==> config.mk <==
export PLATFORM = sky130hd
export DESIGN_NAME = sfc_frame_control
export DESIGN_NICKNAME = d
export VERILOG_FILES = /design/src/hdl/sfc_frame_control.v
export VERILOG_INCLUDE_DIRS = /design/src /design/src/hdl
export SDC_FILE = /design/constraint.sdc
export NUM_CORES = 1
export LEC_CHECK = 0
export BUFFER_PORTS_ARGS = -buffer_cell sky130_fd_sc_hd__buf_4
export CORE_MARGIN = 2
export CORE_UTILIZATION = 35
export DETAILED_ROUTE_END_ITERATION = 10
export GPL_ROUTABILITY_DRIVEN = 0
export GPL_TIMING_DRIVEN = 0
export PLACE_DENSITY_LB_ADDON = 0.25
export RECOVER_POWER = 100
export SYNTH_ARGS = -nofsm -noshare
export SYNTH_HDL_FRONTEND = slang
export SYNTH_SLANG_ARGS = --single-unit
==> constraint.sdc <==
create_clock -name clock -period 2.9 [get_ports clock]
set_input_delay 0.145 -clock clock [delete_from_list [all_inputs] [get_ports clock]]
set_output_delay 0.145 -clock clock [all_outputs]
set_load 0.03 [all_outputs]
==> src/hdl/sfc_consts.vh <==
/*
  Constants for the serial frame controller of the sampling converter.
  Assumes inclusion by bare name from the design file; definitions only.
*/
`ifndef SFC_CONSTS_VH
`define SFC_CONSTS_VH
`define SFC_RES_BITS 14
`define SFC_DATA_LAST_RISE 5'h0D
`define SFC_WAKE_RISE 5'h08
`define SFC_SAMPLE_RISE 5'h09
`define SFC_SAMPLE_FALL 5'h10
`define SFC_ABORT_CODE 14'h3F80
`define SFC_RESULT_RESET 14'h0000
`define SFC_INVALID_CONV 3'h4
`define SFC_CLOCK_PERIOD_PS 5000
`define SFC_CONV_TIME_PS 365000
`define SFC_RESET_PHASE_PS 40000
`define SFC_PWD_ENTRY_PS 1000000
`define SFC_FLOAT_DELAY_PS 15000
`define SFC_WINDOW_DELAY_PS 5000
`endif

==> src/hdl/sfc_frame_control.v <==
/*
  Serial frame controller of a 14-bit sampling converter, with its result FIFO.
  Assumes one 200 MHz clock; serial clock, chip select, frame sync and the
  powerdown input come from outside and are synchronised here.
*/
`timescale 1ns/1ps
`include "sfc_consts.vh"
`default_nettype none

// ==========================================================================
// Result FIFO
module sfc_fifo #(
  parameter WIDTH = 14,
  parameter DEPTH = 4,
  parameter AW = 2
) (
  input wire clock,
  input wire reset_n,
  input wire in_valid,
  output wire in_ready,
  input wire [WIDTH-1:0] in_data,
  output wire out_valid,
  input wire out_ready,
  output wire [WIDTH-1:0] out_data
);
  reg [WIDTH-1:0] mem [0:DEPTH-1];
  reg [AW:0] wr_ptr;
  reg [AW:0] rd_ptr;
  wire full;
  wire empty;
  assign empty = (wr_ptr == rd_ptr);
  assign full = (wr_ptr[AW-1:0] == rd_ptr[AW-1:0]) && (wr_ptr[AW] != rd_ptr[AW]);
  assign in_ready = ~full;
  assign out_valid = ~empty;
  assign out_data = mem[rd_ptr[AW-1:0]];
  always @(posedge clock) begin
    if (in_valid && !full) begin
      mem[wr_ptr[AW-1:0]] <= in_data;
    end
  end
  always @(posedge clock or negedge reset_n) begin
    if (!reset_n) begin
      wr_ptr <= {(AW+1){1'b0}};
      rd_ptr <= {(AW+1){1'b0}};
    end else begin
      if (in_valid && !full) begin
        wr_ptr <= wr_ptr + 1'b1;
      end
      if (out_ready && !empty) begin
        rd_ptr <= rd_ptr + 1'b1;
      end
    end
  end
endmodule

// ==========================================================================
// Frame controller
// Summary of operation
// RULE1: Plain mode: frame sync held high, frame starts on chip select fall.
// RULE2: MSB shown at frame start; next bits on rising edges through the 14th. The code shifts only through the 13th rise.
// RULE3: Clock one is the cycle of first falling edge after frame start.
// RULE4: Nap from conversion end until 8th rising edge of next frame.
// RULE5: Tracking starts on 9th rising edge; conversion starts on 16th falling.
// RULE6: Busy high for whole conversion; new frame allowed after it ends.
// RULE7: Sync mode: chip select held low, frame starts on frame sync rise.
// RULE8: Sync mode host may raise chip select after 16th falling edge.
// RULE9: Powerdown input low acts asynchronously, entering a timed reset phase. The code enters it through the two-flop synchroniser.
// RULE10: Data output floats within output float delay after powerdown falls.
// RULE11: Powerdown held past entry time moves device into full powerdown.
// RULE12: First four conversions after powerup or reset are flagged invalid.
// RULE13: Phases: data first 8 clocks, sample 9th rise to 16th fall, convert.
// RULE14: Plain mode chip select rise before 9th rising edge aborts frame.
// RULE15: After early abort the earlier result is sent again next frame.
// RULE16: Plain mode chip select rise in sample window starts conversion at once.
// RULE17: Data output is high impedance whenever chip select is high.
// RULE18: Plain mode chip select fall while busy aborts conversion, starts frame.
// RULE19: First frame after conversion abort shifts out fixed code 3F80.
// RULE20: Sync mode frame sync or chip select rise before 9th rise aborts.
// RULE21: Sync mode rise in sample window starts conversion, cuts data transfer.
// RULE22: Sync mode frame sync rise aborts conversion; chip select toggles ignored.
// RULE23: Host gives at least 16 serial clocks; may stop after 16th fall.
// RULE24: Conversion timed internally, finishing within 365 ns.
// RULE25: Result is 14-bit straight binary, zero to all ones.
// RULE26: Edge counter cleared at every frame start, including abort-started frames.
module sfc_frame_control #(
  parameter RES_BITS = `SFC_RES_BITS,
  parameter FIFO_DEPTH = 4,
  parameter PWD_ENTRY_CYCLES = (`SFC_PWD_ENTRY_PS / `SFC_CLOCK_PERIOD_PS)
) (
  input wire clock,
  input wire reset_n,
  input wire serial_clock,
  input wire chip_select_n,
  input wire frame_sync,
  input wire powerdown_reset_n,
  input wire [RES_BITS-1:0] sample_code,
  output reg sdo_out,
  output wire sdo_oe_n,
  output reg busy,
  output reg nap,
  output reg tracking,
  output reg powered_down,
  output reg in_reset_phase,
  output wire result_valid,
  input wire result_ready,
  output wire [RES_BITS-1:0] result_data,
  output wire result_invalid
);
  localparam CONV_CYCLES = `SFC_CONV_TIME_PS / `SFC_CLOCK_PERIOD_PS;
  localparam RESET_CYCLES = (`SFC_RESET_PHASE_PS + `SFC_CLOCK_PERIOD_PS - 1) /
                            `SFC_CLOCK_PERIOD_PS;
  localparam FLOAT_CYCLES = `SFC_FLOAT_DELAY_PS / `SFC_CLOCK_PERIOD_PS;
  localparam WIN_CYCLES = (`SFC_WINDOW_DELAY_PS + `SFC_CLOCK_PERIOD_PS - 1) /
                          `SFC_CLOCK_PERIOD_PS;
  localparam ST_IDLE = 2'h0;
  localparam ST_DATA = 2'h1;
  localparam ST_SAMPLE = 2'h2;
  localparam ST_CONV = 2'h3;

  // ========================================================================
  // Synchronisers
  reg [1:0] sclk_s;
  reg [1:0] cs_s;
  reg [1:0] fs_s;
  reg [1:0] pwd_s;
  reg sclk_d;
  reg cs_d;
  reg fs_d;
  always @(posedge clock or negedge reset_n) begin
    if (!reset_n) begin
      sclk_s <= 2'h0;
      cs_s <= 2'h3;
      fs_s <= 2'h3;
      pwd_s <= 2'h3;
      sclk_d <= 1'b0;
      cs_d <= 1'b1;
      fs_d <= 1'b1;
    end else begin
      sclk_s <= {sclk_s[0], serial_clock};
      cs_s <= {cs_s[0], chip_select_n};
      fs_s <= {fs_s[0], frame_sync};
      pwd_s <= {pwd_s[0], powerdown_reset_n};
      sclk_d <= sclk_s[1];
      cs_d <= cs_s[1];
      fs_d <= fs_s[1];
    end
  end
  wire sclk_rise = sclk_s[1] & ~sclk_d;
  wire sclk_fall = ~sclk_s[1] & sclk_d;
  wire cs_rise = cs_s[1] & ~cs_d;
  wire cs_fall = ~cs_s[1] & cs_d;
  wire fs_rise = fs_s[1] & ~fs_d;
  wire fs_fall = ~fs_s[1] & fs_d;
  wire pwd_low = ~pwd_s[1];
  // Sync mode is recognised by frame sync falling while chip select is low.
  reg sync_mode;

  // ========================================================================
  // Powerdown and reset phase
  // Raw powerdown and select pins reach only the output enable, so the pin floats at once.
  reg [31:0] pwd_count;
  reg [2:0] invalid_left;
  always @(posedge clock or negedge reset_n) begin
    if (!reset_n) begin
      pwd_count <= 32'h0;
      in_reset_phase <= 1'b0;
      powered_down <= 1'b0;
    end else if (pwd_low) begin
      if (pwd_count != 32'hFFFFFFFF) begin
        pwd_count <= pwd_count + 32'h1;
      end
      in_reset_phase <= (pwd_count < RESET_CYCLES); // RULE9
      powered_down <= (pwd_count >= PWD_ENTRY_CYCLES); // RULE11
    end else begin
      pwd_count <= 32'h0;
      in_reset_phase <= 1'b0;
      powered_down <= 1'b0;
    end
  end

  // ========================================================================
  // Frame sequencing
  reg [1:0] state;
  reg [4:0] rise_count;
  reg [4:0] fall_count;
  reg counting;
  reg [RES_BITS-1:0] shift;
  reg [RES_BITS-1:0] last_result;
  reg [8:0] conv_timer;
  reg [2:0] win_timer;
  reg push;
  reg [RES_BITS-1:0] push_data;
  reg cut_data;
  wire fifo_ready;
  wire plain_start = ~sync_mode & cs_fall; // RULE1
  wire sync_start = sync_mode & fs_rise & ~cs_s[1]; // RULE7
  wire conv_start_abort = (state == ST_CONV) & busy & (plain_start | sync_start); // RULE18 RULE22
  wire frame_start = plain_start | sync_start;
  wire early_abort = (state == ST_DATA) &
                     (sync_mode ? (fs_rise | cs_rise) : cs_rise); // RULE14 RULE20
  wire sample_abort = (state == ST_SAMPLE) & (win_timer == 3'h0) &
                      (sync_mode ? (fs_rise | cs_rise) : cs_rise); // RULE16 RULE21
  wire [RES_BITS-1:0] abort_code = `SFC_ABORT_CODE;
  wire [RES_BITS-1:0] next_load = last_result; // RULE15

  always @(posedge clock or negedge reset_n) begin
    if (!reset_n) begin
      state <= ST_IDLE;
      sync_mode <= 1'b0;
      rise_count <= 5'h0;
      fall_count <= 5'h0;
      counting <= 1'b0;
      shift <= `SFC_RESULT_RESET;
      last_result <= `SFC_RESULT_RESET;
      conv_timer <= 9'h0;
      win_timer <= 3'h0;
      busy <= 1'b0;
      nap <= 1'b1;
      tracking <= 1'b0;
      sdo_out <= 1'b0;
      push <= 1'b0;
      push_data <= `SFC_RESULT_RESET;
      cut_data <= 1'b0;
      invalid_left <= `SFC_INVALID_CONV;
    end else if (pwd_low) begin
      state <= ST_IDLE; // RULE9
      busy <= 1'b0;
      tracking <= 1'b0;
      nap <= 1'b1;
      push <= 1'b0;
      counting <= 1'b0;
      invalid_left <= `SFC_INVALID_CONV; // RULE12
    end else begin
      push <= 1'b0;
      if (fs_fall && !cs_s[1]) begin
        sync_mode <= 1'b1;
      end else if (cs_fall && fs_s[1]) begin
        sync_mode <= 1'b0;
      end
      if (conv_start_abort || (frame_start && state == ST_IDLE) ||
          (frame_start && state == ST_DATA && !sync_mode)) begin
        if (conv_start_abort) begin
          shift <= abort_code; // RULE19
          sdo_out <= abort_code[RES_BITS-1];
          busy <= 1'b0;
        end else begin
          shift <= next_load;
          sdo_out <= next_load[RES_BITS-1]; // RULE2
        end
        state <= ST_DATA;
        rise_count <= 5'h0; // RULE26
        fall_count <= 5'h0;
        counting <= 1'b0;
        cut_data <= 1'b0;
      end else if (early_abort) begin
        state <= sync_mode && fs_rise ? ST_DATA : ST_IDLE; // RULE20
        shift <= last_result; // RULE15
        sdo_out <= last_result[RES_BITS-1];
        rise_count <= 5'h0; // RULE26
        fall_count <= 5'h0;
        counting <= 1'b0;
      end else if (sample_abort) begin
        state <= ST_CONV; // RULE16 RULE21
        tracking <= 1'b0;
        busy <= 1'b1;
        conv_timer <= 9'h0;
        cut_data <= (rise_count < `SFC_DATA_LAST_RISE + 5'h1); // RULE21
      end else begin
        if (state == ST_SAMPLE && win_timer != 3'h0) begin
          win_timer <= win_timer - 3'h1;
        end
        if ((state == ST_DATA || state == ST_SAMPLE) && sclk_fall) begin
          counting <= 1'b1; // RULE3
          if (fall_count != 5'h1F) begin
            fall_count <= fall_count + 5'h1;
          end
          if (state == ST_SAMPLE && fall_count + 5'h1 == `SFC_SAMPLE_FALL) begin
            state <= ST_CONV; // RULE5 RULE13
            tracking <= 1'b0;
            busy <= 1'b1; // RULE6
            conv_timer <= 9'h0;
          end
        end
        if ((state == ST_DATA || state == ST_SAMPLE) && sclk_rise && counting) begin
          rise_count <= rise_count + 5'h1;
          if (rise_count + 5'h1 <= `SFC_DATA_LAST_RISE && !cut_data) begin
            shift <= {shift[RES_BITS-2:0], 1'b0};
            sdo_out <= shift[RES_BITS-2]; // RULE2
          end
          if (rise_count + 5'h1 == `SFC_WAKE_RISE) begin
            nap <= 1'b0; // RULE4
          end
          if (rise_count + 5'h1 == `SFC_SAMPLE_RISE) begin
            state <= ST_SAMPLE; // RULE5 RULE13
            tracking <= 1'b1;
            win_timer <= WIN_CYCLES[2:0];
          end
        end
        if (state == ST_CONV) begin
          if (conv_timer == CONV_CYCLES[8:0] - 9'h1) begin
            state <= ST_IDLE; // RULE24
            busy <= 1'b0; // RULE6
            nap <= 1'b1; // RULE4
            last_result <= sample_code; // RULE25
            push_data <= sample_code;
            push <= fifo_ready;
            if (invalid_left != 3'h0) begin
              invalid_left <= invalid_left - 3'h1; // RULE12
            end
          end else begin
            conv_timer <= conv_timer + 9'h1;
          end
        end
      end
    end
  end

  // ========================================================================
  // Output float: a counter reaches the float delay; raw pin gives instant float.
  reg [3:0] float_count;
  always @(posedge clock or negedge reset_n) begin
    if (!reset_n) begin
      float_count <= 4'h0;
    end else if (pwd_low && float_count < FLOAT_CYCLES[3:0]) begin
      float_count <= float_count + 4'h1; // RULE10
    end else if (!pwd_low) begin
      float_count <= 4'h0;
    end
  end
  assign sdo_oe_n = chip_select_n | cs_s[1] | ~powerdown_reset_n | pwd_low | // RULE17 RULE10
                    (float_count != 4'h0);

  // Results wait here for a consumer; a full FIFO drops the newest result.
  sfc_fifo #(
    .WIDTH(RES_BITS),
    .DEPTH(FIFO_DEPTH),
    .AW(2)
  ) u_fifo (
    .clock(clock),
    .reset_n(reset_n),
    .in_valid(push),
    .in_ready(fifo_ready),
    .in_data(push_data),
    .out_valid(result_valid),
    .out_ready(result_ready),
    .out_data(result_data)
  );
  assign result_invalid = (invalid_left != 3'h0);
endmodule
`default_nettype wire

==> summary.md, run 1 <==
| Metric | Value |
|---|---|
| Outcome | finished, final reports clean |
| Largest net degree at the start of global routing | 65 |
| Post-synth top area share | 0.318 |
| Fmax | 370 MHz |
| Async set-reset flop share out of synthesis | 0.676 |
| Worst-Margin Slew | 1420 ps |
| R2R Path End | push_data[8] |
| # DRC | 0 |
| Yosys reg bits | 173 |
| Clock slew at reported path FFs | 70 ps |
| CTS buffer count | 17 |
| CP Buf/Inv Count | 2 |
| Worst path max stage delay | 620 ps |
| RSZ-0062 raised after global routing | no |
| Worst Reg-to-Reg Cells | 8 |
| CP Launch Point | state[1] |
| Core box area | 23500 um^2 |
| DR iter-0 viols | 298 |
| Post-synth top flop | dfrtp_1 |
| Syn Area/Cell | 12.2 um^2 |
| Post-synth EDFFs | 56 |
| Post-Synthesis Cells | 688 |
| Crit path capture | push_data[8] |
| Die height | 159 um |
| Post-route setup TNS | 0 ps |
| Crit path max-delay family | compound AO/OA/AOI/OAI gates |
| Via-to-Cell Ratio | 5.14 |
| Drt pass-1 iters | 4 |
| Sequential fraction of the synthesis area | 0.549 |
| Cell Rows | 56 |
| Crit. End Element | register |
| Area of the die | 25300 um^2 |
| Max IR drop VDD | 0.000352 V |
| Max Slew Vio Count | 0 |
| Final cell count without fillers | 1102 |
| Worst-skew pair later-pin latency | 430 ps |
| Post-Syn Nets | 733 |
| Mapped Area | 8420 um^2 |
| Ant diodes | 0 |
| Hold Crit Class | in -> reg |
| Yosys warns | 0 |
| Fin. Hold Viols | 0 |
| WL per Instance | 16.7 um |
| Initial Util | 0.358 |
| Most common cell after layout, fill and taps aside | dfrtp_1 |
| Commonest cells after routing, fill and taps aside | dfrtp_1, edfxtp_1, nor2_1, clkbuf_1, nand2_1 |
| Setup Viol. Count Final | 0 |
| Relative slew slack | 0.0545 |
| Clock Skews | 14.6 ps |
| Clock Tree Buf Depth | 2 |
| Reg2reg start | state[1] |
| Pwr Density | 554 nW/um^2 |
| Port Buffer Count | 43 |
| CTS H-tree lvls | 4 |
| Critical path depth | 8 |
| GRT Total Usage | 0.150 |
| CP required | 3210 ps |
| Max Cap Viol | 0 |
| Antenna violations before repair | 0 |
| Critical path class | reg -> reg |
| Vias | 5669 |
| CTS tree | yes |
| Ports | 44 |
| Setup crit start kind | register |
| Critical path cell sequence | inv_1 > ha_1 > nor2b_1 > a211oi_2 > o211a_1 > nand3_4 > buf_2 > mux2_1 |
| GRT overflow | 0 |
| P_leak | 3.83 nW |
| Min Clock Period, post-route | 2710 ps |
| Register-to-register setup slack | 190 ps |
| Area leader, netlist | dfrtp_1 |
| Yosys cell types | 75 |
| CTS Root Cell | clkbuf_16 |
| TritonCTS Sinks | 173 |
| Slowest-stage cell, CP | a211oi_2 |
| Worst-path fanout max | 10 |
| Routed Antenna Nets | 0 |
| Final wirelength | 18400 um |
| Most area-consuming cells after synthesis | dfrtp_1, edfxtp_1, mux4_2 |
| Final period util | 0.933 |
| HPWL after DPL | 12700 um |
| Share of cells above drive strength 1 | 0.140 |
| Area grow syn2layout | 16.0% |
| First-pass GRT wire length | 30600 um |
| Vias in the first global route | 5784 |
| Die Span X | 159 um |
| Placed Instances | 1051 |
| Worst Path Arrival | 3010 ps |
| Final nets | 815 |
-- report_power, final --
part	internal [W]	total [W]	switching (W)
Clock	0.00117	0.00224	0.00107
Combinational	0.000203	0.000445	0.000242
Sequential	0.00264	0.00273	0.0000856
Total	0.00401	0.00542	0.00140
-- worst min-delay path, delay by kind of cell --
family | cells | cell delay, ps
xor+xnor | 1 | 60
buf+inv | 1 | 110
simple gates | 1 | 90
-- how the worst min path moves through the flow --
| stage | start | end | cells after the start | slack [ps] |
|---|---|---|---|---|
| 3_5_place_dp | reset_n | u_fifo.rd_ptr[2] | 1 | 150 |
| 5_1_grt | result_ready | u_fifo.rd_ptr[2] | 3 | 20 |
| 4_1_cts | result_ready | u_fifo.rd_ptr[2] | 3 | 7 |
| 3_3_place_gp | frame_sync | fs_s[0] | 1 | 250 |
| 6_report | result_ready | u_fifo.rd_ptr[2] | 3 | 10 |
| 2_1_floorplan | reset_n | busy | 0 | -150 |
-- logic make-up (layout without fill, tap and decap cells) --
family | count (synthesis) | in the layout | synth area share
simple gates | 212 | 212 | 0.141
flops | 173 | 173 | 0.549
compound gates | 141 | 141 | 0.123
buf+inv | 57 | 152 | 0.0288
mux | 54 | 54 | 0.0948
xor+xnor | 27 | 27 | 0.0281
fa+ha+maj | 24 | 24 | 0.0357
-- sequential cells by signal, summed over array words and instances (netlist names), 2 cells and up --
name           count
u_fifo.mem        56
pwd_count         32
push_data         14
shift             13
conv_timer         9
fall_count         5
rise_count         5
float_count        4
invalid_left       3
u_fifo.rd_ptr      3
u_fifo.wr_ptr      3
win_timer          3
cs_s               2
fs_s               2
pwd_s              2
sclk_s             2
state              2
-- per-layer routing --
layer	track usage	vias up	share of wire
met3	0.0302	21	0.030
li1	-	2755	-
met1	0.200	2802	0.48
met2	0.244	91	0.47
met5	0	-	0
met4	0.0517	0	0.020
-- cell usage after synthesis (all sizes together), types with 3 or more instances --
master	n
o211ai	14
edfxtp	56
nor3	12
nor2b	16
a21o	5
a21oi	32
or3	12
nor4	9
and3	10
a31oi	10
and2	10
ha	24
xor2	7
nand3	24
inv	29
nand3b	5
mux2	36
mux2i	4
nor2	41
mux4	14
o21ai	26
dfstp	10
nand4	19
and4	9
a22o	7
nand2b	5
or4	4
a211oi	11
a32o	4
xnor2	20
o22ai	3
nand2	33
dfrtp	107
o2111ai	4
buf	15
clkbuf	13
a41o	3
-- final cells by class --
type                       count  area (um^2)
fill                        2288        13800
sequential                   173         4620
multi-input combinational    458         3490
clock buffer                  18          439
timing repair buffer          63          439
tap                          319          399
clock inverter                14          140
buffer                        28          129
inverter                      29          109
-- stage by stage --
step                      hold slack (ps)  instance area (um^2)  setup slack (ps)  total power, W   util
after floorplan                      -151                  8420               627         0.00311      -
after global placement                255                  9140               327         0.00328  0.388
after detailed placement              149                  9170               345         0.00329  0.390
after CTS                            6.73                  9940               271         0.00557  0.422
after global routing                 20.8                  9770              73.1         0.00566  0.415
final                                13.9                  9770               195         0.00542  0.415
-- repair_timing --
action | 4_1_cts | 5_1_grt
buffers inserted | 0 | 0
resized for setup | 0 | 0
hold endpoints to repair | 69 | 0
hold buffers | 19 | 0
Note: power is estimated with default switching activity, not from simulation.
==> inputs of run 2 (changes only) <==
--- a/config.mk
+++ b/config.mk
@@ -7,6 +7,8 @@
 export NUM_CORES = 1
 export LEC_CHECK = 0
 export BUFFER_PORTS_ARGS = -buffer_cell sky130_fd_sc_hd__buf_4
+export CELL_PAD_IN_SITES_DETAIL_PLACEMENT = 0
+export CELL_PAD_IN_SITES_GLOBAL_PLACEMENT = 2
 export CORE_MARGIN = 2
 export CORE_UTILIZATION = 35
 export DETAILED_ROUTE_END_ITERATION = 10
==> summary.md, run 2 (same netlist as run 1, synthesis figures left out) <==
| Metric | Value |
|---|---|
| CTS H-tree lvls | 4 (unchanged) |
| Outcome | complete, but fails checks |
| Cell Rows | 56 (unchanged) |
| CTS resizes | 0 (unchanged) |
| Worst hold stages | 2 (-1) |
| Slowest-stage cell, CP | a211oi_4 |
| CTS buffer count | 17 (unchanged) |
| Crit. End Element | register |
| Routed Antenna Nets | 0 (unchanged) |
| GRT overflow | 0 (unchanged) |
| Reg area | 4620 um^2 (unchanged) |
| Setup Viol. Count Final | 0 (unchanged) |
| WL per Instance | 18.1 um (+8.4%) |
| Commonest cells after routing, fill and taps aside | dfrtp_1, edfxtp_1, nor2_1, clkbuf_1, nand2_1 |
| Area grow syn2layout | 16.1% (about the same) |
| Placed Instances | 1051 (unchanged) |
| Max Slew Vio Count | 35 (+35) |
| Fmax | 367 MHz (-0.74%) |
| Die Span X | 159 um (unchanged) |
| Post-route setup TNS | 0 ps (unchanged) |
| CTS Root Cell | clkbuf_16 |
| Worst-path fanout max | 10 (unchanged) |
| Ant diodes | 0 (unchanged) |
| Largest net degree at the start of global routing | 84 (+29%) |
| RSZ-0062 raised after global routing | no |
| TritonCTS Sinks | 173 (unchanged) |
| Worst-Margin Slew | 2130 ps (+712 ps) |
| Most common cell after layout, fill and taps aside | dfrtp_1 |
| Final cell count without fillers | 1103 (+0.091%) |
| HPWL after DPL | 13800 um (+8.9%) |
| DR iter-0 viols | 308 (+3.4%) |
| Drt pass-1 iters | 4 (unchanged) |
| Vias in the first global route | 6100 (+5.5%) |
| Relative slew slack | -0.420 (-0.475) |
| Worst path max stage delay | 440 ps (-180 ps) |
| GRT Total Usage | 0.161 (+0.0112) |
| CTS tree | yes |
| Worst-skew pair later-pin latency | 440 ps (about the same) |
| Setup crit start kind | register |
| Die height | 159 um (unchanged) |
| Clock Skews | 13.7 ps (-0.967 ps) |
| Max IR drop VDD | 0.000282 V (-20%) |
| Violated checks | capacitance limit, slew limit |
| Power, Total | 0.00545 W (+0.64%) |
| Min Clock Period, post-route | 2730 ps (+20.2 ps) |
| CP required | 3240 ps (+30 ps) |
| Multi-input gate area | 3480 um^2 (-0.36%) |
| Worst Path Arrival | 3060 ps (+50 ps) |
| Max reg flops | 56 (unchanged) |
| Ports | 44 (unchanged) |
| Final nets | 816 (+0.12%) |
| Hold Crit Class | in -> reg |
| Via-to-Cell Ratio | 5.29 (+2.8%) |
| Filler cells | 2286 (-0.087%) |
| Final period util | 0.940 (+0.00696) |
| Worst Reg-to-Reg Cells | 7 (-1) |
| Vias | 5833 (+2.9%) |
| Critical path cell sequence | ha_1 > nor2b_1 > a211oi_4 > o211a_1 > clkbuf_1 > nand2_1 > o31ai_1 |
| Port Buffer Count | 43 (unchanged) |
| Max Cap Viol | 1 (+1) |
| Core box area | 23500 um^2 (unchanged) |
| Clock Tree Buf Depth | 2 (unchanged) |
| Area of the die | 25300 um^2 (unchanged) |
| Antenna violations before repair | 0 (unchanged) |
| Final wirelength | 19900 um (+8.5%) |
| Pwr Density | 558 nW/um^2 (+0.59%) |
| Share of cells above drive strength 1 | 0.139 (-0.00145) |
| Critical path class | reg -> reg |
| Fin. Hold Viols | 0 (unchanged) |
| P_leak | 3.84 nW (+0.24%) |
| # DRC | 0 (unchanged) |
| Setup Fix Bufs, Post-CTS | 0 (unchanged) |
| Initial Util | 0.358 (unchanged) |
| First-pass GRT wire length | 32400 um (+6.1%) |
| Clock slew at reported path FFs | 70 ps (about the same) |
run 2: cell count changes in the layout (fill, tap and decap cells not counted), moves of 2 or more:
| cell | delta |
|---|---|
| clkinv_4 | +2 |
| mux2_1 | -3 |
| a211oi_2 | -2 |
| mux2_4 | +3 |
run 2: critical path, delay by kind of cell, from the launching register on:
family,cells,cell delay [ps]
AOI/OAI and AO/OA,3,1070
and+or+nand+nor,2,450
buffers and inverters,1,420
DFF,1,430
adders and majority gates,1,260
run 2: power breakdown:
part / switching (W) / total [W] / internal, W
combinational: 0.000259 / 0.000483 / 0.000224
sequential: 0.0000907 / 0.00273 / 0.00264
clock: 0.00109 / 0.00223 / 0.00115
total: 0.00144 / 0.00545 / 0.00401
run 2: timing repair:
action / 4_1_cts / 5_1_grt
endpoints found under the hold margin: 53 / 0
hold buffers: 20 / 0
setup endpoints to repair: 0 / 0
run 2: area by class of cell:
type,count,area share
plain buffers,28,0.0131
clock buffers,17,0.0435
clock inverters,15,0.0147
inverters,29,0.0111
multi-input cells,458,0.356
flip-flops and latches,173,0.473
well taps,319,0.0408
repair buffers,64,0.0479
run 2: path summary, 6_finish.rpt:
check / to / slack, ps / startpoint
worst max register to register: conv_timer[7] / 170 / state[0]
worst max-delay path: conv_timer[7] / 170 / state[0]
max in group asynchronous: cs_d / 740 / reset_n
min in group asynchronous: u_fifo.wr_ptr[0] / 860 / reset_n
worst min register to register: sclk_s[1] / 360 / sclk_s[0]
worst min-delay path: pwd_s[0] / 360 / powerdown_reset_n
run 2: per-layer routing:
layer,GRT usage,vias up,routed length [um]
met5,0,-,0
met4,0.0545,0,282
met3,0.0331,18,611
met2,0.268,107,9650
met1,0.210,2944,9380
li1,-,2764,-
run 2: metrics by stage:
step / utilization / instance area, um^2 / worst slack [ps] / hold slack (ps)
3_3_place_gp: 0.388 / 9140 / 320 / 253
2_1_floorplan: - / 8420 / 627 / -151
6_report: 0.415 / 9780 / 175 / 356
4_1_cts: 0.422 / 9940 / 230 / 175
5_1_grt: 0.415 / 9780 / 72.6 / 359
3_5_place_dp: 0.390 / 9170 / 287 / 72.7
==> inputs of run 3 (changes only) <==
--- a/config.mk
+++ b/config.mk
@@ -6,6 +6,7 @@
 export SDC_FILE = /design/constraint.sdc
 export NUM_CORES = 1
 export LEC_CHECK = 0
+export ABC_AREA = 1
 export BUFFER_PORTS_ARGS = -buffer_cell sky130_fd_sc_hd__buf_4
 export CELL_PAD_IN_SITES_DETAIL_PLACEMENT = 0
 export CELL_PAD_IN_SITES_GLOBAL_PLACEMENT = 2
==> constraint.sdc (replaced) <==
create_clock -name clock -period 3.25 [get_ports clock]
set_input_delay 0.1625 -clock clock [delete_from_list [all_inputs] [get_ports clock]]
set_output_delay 0.1625 -clock clock [all_outputs]
set_load 0.03 [all_outputs]
==> summary.md, run 3 <==
| Metric | Value |
|---|---|
| Outcome | complete, but fails checks |
| Violated checks | capacitance limit, slew limit |
| Post-Synthesis Cells | 1126 (+64%) |
| Die Span X | 165 um (+3.4%) |
| Port Buffer Count | 43 (unchanged) |
| Clock slew at reported path FFs | 80 ps (about the same) |
| Area leader, netlist | dfrtp_1 |
| Hold EP | u_fifo.rd_ptr[2] |
| HPWL after DPL | 17300 um (+25%) |
| Ports | 44 (unchanged) |
| Antenna violations before repair | 0 (unchanged) |
| Area of the die | 27100 um^2 (+7.0%) |
| Min-delay src | result_ready |
| Die height | 165 um (+3.4%) |
| Final wirelength | 24500 um (+23%) |
| Syn Area/Cell | 8.02 um^2 (-35%) |
| Most used cell, CP | clkbuf_1 |
| Ant diodes | 0 (unchanged) |
| Filler cells | 2631 (+15%) |
| R2R Path End | u_fifo.mem[1][10] |
| Fin. Hold Viols | 0 (unchanged) |
| Register-to-register setup slack | 550 ps (+380 ps) |
| Post-synth top flop | dfrtp_1 |
| Setup WS post-layout | 523 ps (+349 ps) |
| Via-to-Cell Ratio | 4.80 (-9.2%) |
| Largest net degree at the start of global routing | 62 (-26%) |
| Clock Skews | 12.1 ps (-1.56 ps) |
| Fmax | 367 MHz |
| Worst Reg-to-Reg Cells | 6 (-1) |
| Area grow syn2layout | 16.0% (about the same) |
| Max Cap Viol | 1 (unchanged) |
| WL per Instance | 15.8 um (-12%) |
| Hold Crit Class | in -> reg |
| Clock Tree Buf Depth | 2 (unchanged) |
| CTS buffer count | 17 (unchanged) |
| RSZ-0062 raised after global routing | no |
| Yosys cell types | 41 (-45%) |
| Reg2reg start | u_fifo.rd_ptr[1] |
| Worst Path Arrival | 2560 ps (-500 ps) |
| Initial Util | 0.357 (about the same) |
| Async set-reset flop share out of synthesis | 0.676 (unchanged) |
| Vias | 7444 (+28%) |
| Crit. End Element | output port |
| Final nets | 1253 (+54%) |
| Worst-path fanout max | 10 (unchanged) |
| Yosys warns | 0 (unchanged) |
| GRT overflow | 0 (unchanged) |
| Post-Syn Nets | 1171 (+60%) |
| Cell Rows | 58 (+3.6%) |
| Share of cells above drive strength 1 | 0.0778 (-0.0612) |
| GRT Total Usage | 0.193 (+0.0318) |
| Critical path cell sequence | inv_1 > clkbuf_1 > clkbuf_1 > nor2_1 > o22ai_1 > clkbuf_1 |
| CTS tree | yes |
| TritonCTS Sinks | 173 (unchanged) |
| Post-synth top area share | 0.297 (-0.0213) |
| Core box area | 25300 um^2 (+7.3%) |
| Max Slew Vio Count | 62 (+77%) |
| Max IR drop VDD | 0.000314 V (+11%) |
| Routed Antenna Nets | 0 (unchanged) |
| Relative slew slack | -0.102 (+0.319) |
| Worst-Margin Slew | 1650 ps (-478 ps) |
| Setup Viol. Count Final | 0 (unchanged) |
| Min Clock Period, post-route | 2730 ps |
| CTS H-tree lvls | 4 (unchanged) |
| Synth top cells by count | nand2_1, nand3_1, nor2_1 |
| Setup crit start kind | register |
| Drt pass-1 iters | 5 (+1) |
| P_leak | 4.94 nW (+29%) |
| Slowest-stage cell, CP | clkbuf_1 |
| DR iter-0 viols | 532 (+73%) |
| Commonest cells after routing, fill and taps aside | nand2_1, nand3_1, nor2_1, dfrtp_1, inv_1 |
| Pwr Density | 614 nW/um^2 (+10%) |
| CTS Root Cell | clkbuf_16 |
| Post-synth EDFFs | 56 (unchanged) |
| Worst hold stages | 3 (+1) |
| Final period util | 0.839 |
| Yosys reg bits | 173 (unchanged) |
| Pre-CTS WS | 525 ps (+238 ps) |
| # DRC | 0 (unchanged) |
| Post-route setup TNS | 0 ps (unchanged) |
| Mapped Area | 9020 um^2 (+7.2%) |
| Critical path class | reg -> out |
| First-pass GRT wire length | 40100 um (+24%) |
| Most common cell after layout, fill and taps aside | nand2_1 |
| Top-count cell post-synth | nand2_1 |
| Setup Fix Bufs, Post-CTS | 0 (unchanged) |
| Most area-consuming cells after synthesis | dfrtp_1, edfxtp_1, nand2_1 |
| Worst-skew pair later-pin latency | 430 ps (about the same) |
| Vias in the first global route | 7375 (+21%) |
| Max reg flops | 56 (unchanged) |
| CP required | 3090 ps (-150 ps) |
| Worst path max stage delay | 520 ps (+80 ps) |
| Sequential fraction of the synthesis area | 0.512 (-0.0368) |
[run 3: cells by family after synthesis]
kind of cell	synth area share
AND/OR/NAND/NOR	0.320
flip-flops	0.512
buffers and inverters	0.0641
AO/OA/AOI/OAI	0.0613
adder cells (fa/ha/maj)	0.0333
XOR/XNOR	0.00970
[run 3: where the power goes]
part | internal [W] | total [W] | switching [W] | leakage, nW
registers | 0.00243 | 0.00258 | 0.000158 | 2.13
logic | 0.000531 | 0.00171 | 0.00118 | 2.51
clock network | 0.00107 | 0.00214 | 0.00107 | 0.302
[run 3: area by class of cell]
type	count	area (um^2)	area share
clock inverters	15	204	0.0195
inverters	104	390	0.0373
clock buffers	17	425	0.0406
plain buffers	37	178	0.0170
repair buffers	63	428	0.0409
well taps	330	413	0.0394
flip-flops and latches	173	4620	0.441
multi-input cells	812	3810	0.364
[run 3: timing repair]
action                                  in CTS  in global routing
hold endpoints to repair                    78                  0
endpoints found under the setup margin       0                  0
gates resized for setup                      0                  0
hold buffers                                19                  0
[run 3: worst max-delay path by stage]
stage	end	depth (start not counted)	start	slack, ps
2_1_floorplan	u_fifo.mem[0][0]	6	u_fifo.rd_ptr[1]	1300
3_3_place_gp	u_fifo.mem[0][10]	6	u_fifo.rd_ptr[1]	490
3_5_place_dp	u_fifo.mem[1][10]	6	u_fifo.rd_ptr[1]	520
4_1_cts	u_fifo.mem[1][2]	6	u_fifo.rd_ptr[1]	500
5_1_grt	u_fifo.mem[1][2]	6	u_fifo.rd_ptr[1]	300
6_report	result_data[7]	6	u_fifo.rd_ptr[0]	520
[run 3: per-stage QoR]
| step | hold WS (ps) | utilization | cells | power [W] | instance area (um^2) |
|---|---|---|---|---|---|
| after floorplan | -133 | - | 1126 | 0.00384 | 9020 |
| after global placement | 271 | 0.386 | 1499 | 0.00445 | 9760 |
| after detailed placement | 216 | 0.388 | 1500 | 0.00447 | 9800 |
| after CTS | 3.67 | 0.420 | 1551 | 0.00664 | 10600 |
| after global routing | 12.6 | 0.415 | 1551 | 0.00684 | 10500 |
| final | 17.0 | 0.415 | 1551 | 0.00643 | 10500 |
[run 3: worst max-delay path: cells and delay by family (launching register included)]
family,cells,cell delay (ps)
simple gates,1,80
compound gates,1,260
flops,1,430
buf+inv,4,1350
[run 3: routing by layer]
metal | vias up | track usage | part of all wire
met5 | - | 0 | 0
met4 | 0 | 0.0470 | 0.015
met3 | 28 | 0.0311 | 0.026
met2 | 100 | 0.315 | 0.46
met1 | 3483 | 0.268 | 0.50
li1 | 3833 | - | -
